===== config.mk =====
export PLATFORM = sky130hd
export DESIGN_NAME = lane_receiver_detect_control
export DESIGN_NICKNAME = d
export VERILOG_FILES = /design/src/design/lrdc_pkg.sv /design/src/design/lrdc_sync.sv /design/src/design/lane_receiver_detect_control.sv
export SDC_FILE = /design/constraint.sdc
export NUM_CORES = 1
export LEC_CHECK = 0
export BUFFER_PORTS_ARGS = -buffer_cell sky130_fd_sc_hd__buf_2
export CAP_MARGIN = 20
export CORE_ASPECT_RATIO = 1.25
export CORE_UTILIZATION = 40
export DETAILED_ROUTE_END_ITERATION = 10
export SETUP_SLACK_MARGIN = 0.5
export SYNTH_ARGS = -nofsm -noshare
export SYNTH_HDL_FRONTEND = slang
export SYNTH_SLANG_ARGS = --single-unit

===== constraint.sdc =====
create_clock -name clk -period 4.85 [get_ports clk]
set_clock_uncertainty 0.05 [all_clocks]
set_input_delay 0.2425 -clock clk [delete_from_list [all_inputs] [get_ports clk]]
set_output_delay 0.2425 -clock clk [all_outputs]
set_load 0.1 [all_outputs]

===== src/design/lrdc_pkg.sv =====
// Purpose: Shared constants for lane receiver detect control
// Assumes: 250 MHz core clock
// Notes: Times in their own units, cycle counts derived here
package lrdc_pkg;
  localparam int CLK_MHZ = 250;
  localparam int NUM_LANES = 4;
  localparam int PROBE_PERIOD_MS = 12;
  localparam int PROBE_LIMIT_MS = 600;
  localparam int PROBE_PERIOD_CYC = PROBE_PERIOD_MS * 1000 * CLK_MHZ;
  localparam int PROBE_LIMIT_CNT = PROBE_LIMIT_MS / PROBE_PERIOD_MS;
  localparam int PROBE_SETTLE_CYC = 4;
  localparam int SYNC_STAGES = 3;
  localparam logic [3:0] LANES_RESET = 4'h0;
  typedef enum logic [3:0] {
    LRDC_OFF = 4'b0001,
    LRDC_WAIT = 4'b0010,
    LRDC_PROBE = 4'b0100,
    LRDC_DONE = 4'b1000
  } lrdc_state_e;
endpackage


===== src/design/lrdc_sync.sv =====
// Purpose: Three-stage pin synchroniser with agreement filter
// Assumes: Input asynchronous to clk
// Notes: Output changes once stages two and three agree
`timescale 1ns/100ps
module lrdc_sync #(
  parameter logic RESET_VAL = 1'b0
) (
  input wire logic clk,
  input wire logic resetn,
  input wire logic pinIn,
  output logic levelOut
);
  logic [2:0] stage_reg;

  // Stage one is read only by stage two
  always_ff @(posedge clk or negedge resetn) begin
    if (!resetn) begin
      stage_reg <= {3{RESET_VAL}};
    end else begin
      stage_reg <= {stage_reg[1:0], pinIn};
    end
  end

  // Accept a change only when the later stages agree
  always_ff @(posedge clk or negedge resetn) begin
    if (!resetn) begin
      levelOut <= RESET_VAL;
    end else if (stage_reg[1] == stage_reg[2]) begin
      levelOut <= stage_reg[2];
    end
  end
endmodule // lrdc_sync


===== src/design/lane_receiver_detect_control.sv =====
// Purpose: Per-lane receiver detection and termination control
// Assumes: Analog probe reports both output halves per lane
// Notes: Probe result sampled after a short settle window
`timescale 1ns/100ps
module lane_receiver_detect_control
  import lrdc_pkg::*;
#(
  parameter int LANES = lrdc_pkg::NUM_LANES,
  parameter int PROBE_CYC = lrdc_pkg::PROBE_PERIOD_CYC,
  parameter int PROBE_LIMIT = lrdc_pkg::PROBE_LIMIT_CNT
) (
  input wire logic clk,
  input wire logic resetn,
  input wire logic presence_n,
  input wire logic manual_detect_sel,
  input wire logic termination_select,
  input wire logic [LANES-1:0] loadPos,
  input wire logic [LANES-1:0] loadNeg,
  output logic [LANES-1:0] probeReq,
  output logic [LANES-1:0] termEnable,
  output logic [LANES-1:0] laneActive,
  output logic powerDown,
  output logic detectRunning
);
  import lrdc_pkg::*;

  initial begin
    if (LANES < 1 || LANES > 16 || PROBE_CYC < PROBE_SETTLE_CYC + 2 || PROBE_LIMIT < 1) begin
      $error("lane_receiver_detect_control: bad parameters");
    end
  end

  localparam int CW = $clog2(PROBE_CYC + 1);
  localparam int LW = $clog2(PROBE_LIMIT + 2);

  logic presN;
  logic manSel;
  logic termSel;
  logic presN_reg;
  logic termSel_reg;
  logic autoMode;
  logic restart;
  logic [CW-1:0] tick_reg;
  logic [LW-1:0] tries_reg;
  logic tickWrap;
  logic settleDone;
  logic limitHit;

  // Pins cross into clk domain
  lrdc_sync #(.RESET_VAL(1'b1)) uPres (.clk(clk), .resetn(resetn), .pinIn(presence_n),
    .levelOut(presN));
  lrdc_sync #(.RESET_VAL(1'b0)) uMan (.clk(clk), .resetn(resetn), .pinIn(manual_detect_sel),
    .levelOut(manSel));
  lrdc_sync #(.RESET_VAL(1'b0)) uSel (.clk(clk), .resetn(resetn), .pinIn(termination_select),
    .levelOut(termSel));

  // Previous synced values for edge detection
  always_ff @(posedge clk or negedge resetn) begin
    if (!resetn) begin
      presN_reg <= 1'b1;
      termSel_reg <= 1'b0;
    end else begin
      presN_reg <= presN;
      termSel_reg <= termSel;
    end
  end

  assign autoMode = !presN && !manSel;
  // Restart on presence fall, or select rise in limited mode
  assign restart = (presN_reg && !presN)
    || (autoMode && termSel && !termSel_reg);

  // Shared 12 ms probe tick; all lanes probe together
  always_ff @(posedge clk or negedge resetn) begin
    if (!resetn) begin
      tick_reg <= '0;
    end else if (!autoMode || restart) begin
      tick_reg <= '0;
    end else if (tickWrap) begin
      tick_reg <= '0;
    end else begin
      tick_reg <= tick_reg + CW'(1);
    end
  end
  assign tickWrap = (tick_reg == CW'(PROBE_CYC - 1));
  assign settleDone = (tick_reg == CW'(PROBE_SETTLE_CYC));

  // Probe count for the time-limited mode
  always_ff @(posedge clk or negedge resetn) begin
    if (!resetn) begin
      tries_reg <= '0;
    end else if (!autoMode || restart) begin
      tries_reg <= '0;
    end else if (tickWrap && !limitHit) begin
      tries_reg <= tries_reg + LW'(1);
    end
  end
  assign limitHit = termSel && (tries_reg >= LW'(PROBE_LIMIT));

  // Per-lane state machine, each lane independent
  genvar g;
  generate
    for (g = 0; g < LANES; g++) begin : gLane
      lrdc_state_e state_reg;
      logic bothLoaded;
      assign bothLoaded = loadPos[g] && loadNeg[g];

      always_ff @(posedge clk or negedge resetn) begin
        if (!resetn) begin
          state_reg <= LRDC_OFF;
        end else if (!autoMode || restart) begin
          state_reg <= autoMode ? LRDC_WAIT : LRDC_OFF;
        end else begin
          unique case (state_reg)
            LRDC_OFF: begin
              state_reg <= LRDC_WAIT;
            end
            LRDC_WAIT: begin
              // Probe at start of each period unless limit reached
              if (tick_reg == '0 && !limitHit) begin
                state_reg <= LRDC_PROBE;
              end
            end
            LRDC_PROBE: begin
              if (settleDone) begin
                state_reg <= bothLoaded ? LRDC_DONE : LRDC_WAIT;
              end
            end
            LRDC_DONE: begin
              state_reg <= LRDC_DONE;
            end
            default: begin
              state_reg <= LRDC_OFF;
            end
          endcase
        end
      end

      // Outputs registered from mode and lane state
      always_ff @(posedge clk or negedge resetn) begin
        if (!resetn) begin
          probeReq[g] <= 1'b0;
          termEnable[g] <= 1'b0;
          laneActive[g] <= 1'b0;
        end else if (presN) begin
          // Power-down forces high-Z whatever the other pins say
          probeReq[g] <= 1'b0;
          termEnable[g] <= 1'b0;
          laneActive[g] <= 1'b0;
        end else if (manSel) begin
          probeReq[g] <= 1'b0;
          termEnable[g] <= termSel;
          laneActive[g] <= termSel;
        end else begin
          probeReq[g] <= (state_reg == LRDC_PROBE) && !restart;
          termEnable[g] <= (state_reg == LRDC_DONE) && !restart;
          laneActive[g] <= (state_reg == LRDC_DONE) && !restart;
        end
      end

      a_lane_term_mode: assert property (@(posedge clk) disable iff (!resetn)
        ($past(manSel) && !$past(presN)) |-> termEnable[g] == $past(termSel))
        else $error("manual termination mismatch");

      a_lane_hiz_auto: assert property (@(posedge clk) disable iff (!resetn)
        ($past(autoMode) && $past(state_reg) != LRDC_DONE) |-> !termEnable[g])
        else $error("termination before detection");

      a_lane_both_halves: assert property (@(posedge clk) disable iff (!resetn)
        (autoMode && !restart && state_reg == LRDC_PROBE && settleDone && !loadNeg[g])
        |=> state_reg != LRDC_DONE)
        else $error("detected with one half open");
    end
  endgenerate

  // Power-down and run status
  always_ff @(posedge clk or negedge resetn) begin
    if (!resetn) begin
      powerDown <= 1'b1;
      detectRunning <= 1'b0;
    end else begin
      powerDown <= presN;
      detectRunning <= autoMode && !limitHit;
    end
  end

  a_auto_gate: assert property (@(posedge clk) disable iff (!resetn)
    !$past(autoMode) |-> probeReq == '0)
    else $error("probe outside automatic mode");
  a_pres_restart: assert property (@(posedge clk) disable iff (!resetn)
    (presN_reg && !presN && autoMode) |=> (tick_reg == '0 && tries_reg == '0))
    else $error("presence edge did not restart");
  a_period_wrap: assert property (@(posedge clk) disable iff (!resetn)
    (autoMode && !restart && tickWrap) |=> tick_reg == '0)
    else $error("probe period wrong");
  a_limit_stop: assert property (@(posedge clk) disable iff (!resetn)
    ($past(limitHit) && $past(autoMode) && !$past(restart)
      && $past(gLane[0].state_reg) == LRDC_WAIT) |-> gLane[0].state_reg != LRDC_PROBE)
    else $error("probing after limit");
  a_sel_restart: assert property (@(posedge clk) disable iff (!resetn)
    (autoMode && termSel && !termSel_reg) |=> tries_reg == '0)
    else $error("select pulse did not restart");
  a_man_idle: assert property (@(posedge clk) disable iff (!resetn)
    ($past(manSel) && !$past(presN) && !$past(termSel)) |-> laneActive == '0)
    else $error("manual idle not honoured");
  a_man_active: assert property (@(posedge clk) disable iff (!resetn)
    ($past(manSel) && !$past(presN) && $past(termSel)) |-> &laneActive)
    else $error("manual active not honoured");
  // Synced level may only take the value the last stage already held
  a_sync_edge: assert property (@(posedge clk) disable iff (!resetn)
    $changed(presN) |-> presN == $past(uPres.stage_reg[2]))
    else $error("edge not from synced value");

  c_auto_detect: cover property (@(posedge clk) disable iff (!resetn)
    autoMode ##1 termEnable[0]);
  c_limit_reached: cover property (@(posedge clk) disable iff (!resetn) limitHit);
  c_manual_on: cover property (@(posedge clk) disable iff (!resetn)
    manSel && !presN ##1 laneActive[0]);
  c_restart: cover property (@(posedge clk) disable iff (!resetn) restart);
endmodule // lane_receiver_detect_control


# Word-level counts from Yosys, hierarchy flattened
# Cells that the tools add are included.
# Widths: inputs -> output; s select.
# totals
romBits	0
out_inout_bits	14
reg_bits	67
elab_cells	127
mem_count	0
ram_bits	0
latch_bits	0
# classes
multipliers	0
eq_ne	29
n_bitwise	0
n_shift	0
add_sub_neg	2
div	0
n_lt_le_gt_ge	1
reduce_logical	34
mux	38
# ops
cell	n
$pmux 4 s4	4
$mux 4	13
$mux 22	2
$add 22x1->22 const B	1
$eq 22x22->1 const B	1
$eq 22x3->1 const B	1
$logic_not 22->1	1
$logic_and 1x1->1	20
$ne 3x3->1 const B	6
$eq 4x1->1 const B	4
$eq 4x2->1 const B	4
$eq 4x3->1 const B	4
$eq 4x4->1 const B	4
$mux 1	16
$mux 6	2
$reduce_and 2->1	4
$add 6x1->6 const B	1
$ge 6x6->1 const B	1
$logic_not 1->1	6
$ne 3x2->1 const B	2
$eq 1x1->1	3
$logic_or 1x1->1	2
$mux 2	1
$reduce_bool 2->1	1

# Depth between registers and ports, before layout
# depth
word_depth	9
mapped_depth	8

# By module
# Synthesis repeated with hierarchy kept, for this count alone.
# hier_totals
hier_cells	333
area_unflattened_um2	3264.4
# modules_own_cells
module	cells_each	seq_area_each_um2	instances	area_per_inst_um2
lane_receiver_detect_control	318	1382.6	1	2925.3
lrdc_sync at uMan ...	5	100.1	2	111.4
lrdc_sync at uPres	5	105.1	1	116.4

# Worst setup path after synthesis
# OpenSTA, ideal clock, no wires.
# synth_timing
kind	register to register
from	reg tick_reg[0]
to	reg tries_reg[5]
setup_ns	0.078
synth_period_minus_slack_ns	2.095
arrival_ns	1.967
required_time_ns	4.722
stages_incl_launch_ff	8
path_slack_ns	2.755
cell_sequence	dfrtp_1 -> ha_1 -> clkbuf_1 -> nand2_1 -> nor4_4 -> nand4_4 -> or4_1 -> a21oi_1
# synth_via
elab_chain_len	3
# synth_lines
item	line_no	rtl
start: declaration	lane_receiver_detect_control.sv:43	logic [CW-1:0] tick_reg;
start signal: assignment	lane_receiver_detect_control.sv:82	tick_reg <= tick_reg + CW'(1);
$eq 22x22->1	lane_receiver_detect_control.sv:85	assign tickWrap = (tick_reg == CW'(PROBE_CYC - 1));
$logic_and 1x1->1	lane_receiver_detect_control.sv:94	end else if (tickWrap && !limitHit) begin
$reduce_bool 2->1 (no line)	-	
end signal: assignment	lane_receiver_detect_control.sv:95	tries_reg <= tries_reg + LW'(1);
end: declaration	lane_receiver_detect_control.sv:44	logic [LW-1:0] tries_reg;
# Every way passes these cells.
# A chain may end at the register's enable or synchronous reset.

# Worst setup path after layout
# layout_timing
from	reg tick_reg[13]
to	reg tick_reg[20]
# layout_via
elab_chain_len	3
elab_cells_between_ends	4
classes_between	add/sub: 1; eq/ne: 1; mux: 2
# layout_lines
item	line_no	rtl
$add 22x1->22 or $eq 22x22->1 (tied branches)	lane_receiver_detect_control.sv:82, lane_receiver_detect_control.sv:85	
$mux 22 (*)	lane_receiver_detect_control.sv:79	end else if (tickWrap) begin
$mux 22 (*)	lane_receiver_detect_control.sv:77	end else if (!autoMode || restart) begin
# Every way passes the cells marked *; elsewhere a longest branch is shown, timed or not.

==> flow_metrics.tcl <==
set metrics [dict create \
    critical_path_required_ns 5.01 \
    relSlewSlack_pct 34.9 \
    cts.repair.resized 0 \
    hold_path.class "input port to async pin" \
    cts_tree "built" \
    slew_violations 0 \
    cts_buffers 9 \
    htree_levels 3 \
    cts_sinks 67 \
    final.period_utilization_pct 49.6 \
    crit_arrival_ns 2.56 \
    clk_latency_ns 0.35 \
    clockBufferDepth 2 \
    syn2layout_area_growth_pct 14.5 \
    r2r-start "tick_reg[13]" \
    largest_reg_flops 22 \
    die_w_um 82.7 \
    viasPerCell 5.56 \
    status "completed" \
    avgSynthCellArea_um2 10.1 \
    num_rows 36 \
    synth_fp_nets 339 \
    cp-start-kind "register" \
    leakagePower_nw 1.58 \
    postPlaceCellArea_um2 3450 \
    worst_pin_slew_ns 0.968 \
    ys_ff_latch 67 \
    cellPowerDensity_nw_per_um2 356 \
    clkSlewWorstSetupHoldPaths_ns 0.08 \
    grt_max_degree 68 \
    ys_types 52 \
    finalNetCount 368 \
    cp_max_fo 21 \
    grt_pass1_vias 2295 \
    ys_seq_area_share_pct 51.8 \
    min_period_ns 2.40 \
    fin_area_um2 3730 \
    antenna_found_initial 0 \
    synth_warnings 0 \
    dieArea_um2 8510 \
    synth_flop_cell "dfrtp_1" \
    drt_first_pass_iters 4 \
    tns_ns 0 \
    r2r-end "tick_reg[20]" \
    synth-edff-count 0 \
    antenna_left 0 \
    fmax_mhz 416 \
    async_reset_ff_share_pct 100 \
    drc 0 \
    grt_overflow_total 0 \
    grt_util_all_layers_pct 17.6 \
    synth_top_cell_area_share_pct 44.6 \
    place.gp.congestion 0.822 \
    ctsRootBufferMaster "clkbuf_8" \
    yosys-top-cells-area "dfrtp_1 (45%), dfstp_2 (7.3%), nor2_1 (5.0%), xor2_1 (3.0%), nand3_1 (2.8%)" \
    io_buffers 26 \
    drt_first_iter_violations 81 \
    path_class "register to register" \
    num_vias 2507 \
    final_hold_viol_count 0 \
    io_pins 27 \
    peakVddDrop_v 0.000245 \
    drive_gt1_share_pct 17.7 \
    worst_setup_path_end_kind "register" \
    start_util_pct 41.6 \
    wl_mm 6.71 \
    setup_viol 0 \
    holdWs_ns 0.00785 \
    fp.dieH_um 103 \
    post-cts-setup-buffers 0 \
    syn_inst 322 \
    reg2reg_depth 5 \
    post_drt_wl_per_cell_um 14.9 \
    synth_area_um2 3260 \
    reg2reg_setup_slack_ns 2.45 \
    rsz0062_at_grt "false" \
    maxCapViolCount 0 \
    finalNonFillerCells 451 \
    hpwl_mm 4.50 \
    grt_pass1_wl_mm 11.0 \
    fp.coreArea_um2 7840 \
    crit_path_start "tick_reg[13]" \
    diodes 0 \
    dpl.cell_count 432 \
    yosysTopAreaCell "dfrtp_1" \
]
stage by stage:
step,total power [W],setup slack [ns],utilization (%)
final,0.00133,2.45,47.6
after floorplan,0.000723,2.76,-
after global routing,0.00138,2.20,47.6
after global placement,0.000761,2.52,44.0
after detailed placement,0.000762,2.41,44.0
after CTS,0.00134,2.41,47.6
layout make-up:
class	count	area (um2)
inverters	9	33.8
well taps	95	119
clock buffers	9	124
fillers	765	4110
flip-flops and latches	67	1690
clock inverters	7	124
repair buffers	31	175
multi-input cells	233	1470
what timing repair did:
action / CTS / global route
setup endpoints to repair: 0 / 0
hold endpoints to repair: 3 / 0
hold buffers: 3 / 0
routing by layer:
metal | global-route usage, % | share of wire (%) | vias up
met5 | 0 | 0 | -
met4 | 8.89 | 2.5 | 0
met3 | 4.34 | 3.5 | 13
met2 | 29.3 | 51 | 52
met1 | 21.0 | 43 | 1240
li1 | - | - | 1202
how the worst max path moves through the flow:
| stage | endpoint | slack [ns] |
|---|---|---|
| CTS | tick_reg[8] | 2.41 |
| finish | tick_reg[20] | 2.45 |
| floorplan | tries_reg[5] | 2.76 |
| global route | tick_reg[14] | 2.20 |
| detailed placement | tick_reg[5] | 2.41 |
| global placement | tick_reg[7] | 2.52 |
cells by family after synthesis:
logic type | count (synthesis) | synth area share, %
AOI/OAI and AO/OA | 48 | 9.30
buffers and inverters | 22 | 3.15
muxes | 2 | 0.615
and+or+nand+nor | 155 | 27.0
adders and majority gates | 7 | 2.46
DFF | 67 | 51.8
xor gates and xnor gates | 21 | 5.65
power by group:
part	switching, W	total, W	internal, W	leakage [nW]
sequential	0.0000270	0.000612	0.000585	0.878
combinational	0.0000996	0.000139	0.0000393	0.582
clock	0.000231	0.000576	0.000345	0.120
total	0.000358	0.00133	0.000969	1.58
layout by cell type (no fill, tap or decap), types with 9 or more instances in the layout:
cell type,count
nor2_1,43
xnor2_1,10
nand4_1,10
buf_2,26
xor2_1,11
nand3_1,18
nor2b_1,10
clkbuf_8,9
dfrtp_1,58
o21ai_0,14
dfstp_2,9
inv_1,9
a21oi_1,15
nand2_1,17
cells in the mapped netlist (6+ instances only):
master,number
dfrtp_1,58
nor2_1,43
nand3_1,18
nand2_1,17
a21oi_1,15
o21ai_0,14
xor2_1,11
nand4_1,10
nor2b_1,10
xnor2_1,10
dfstp_2,9
inv_1,9
nor4_1,8
and3_1,6
nand2b_1,6
nor3_1,6
critical path, cell delays in order (launching register included):
cell     delay [ns]
dfrtp_1        0.47
or4_4          0.57
nor3_4         0.21
nand3_1        0.23
nand2_1        0.60
nor2_1         0.13
(Power assumes the default switching activity.)
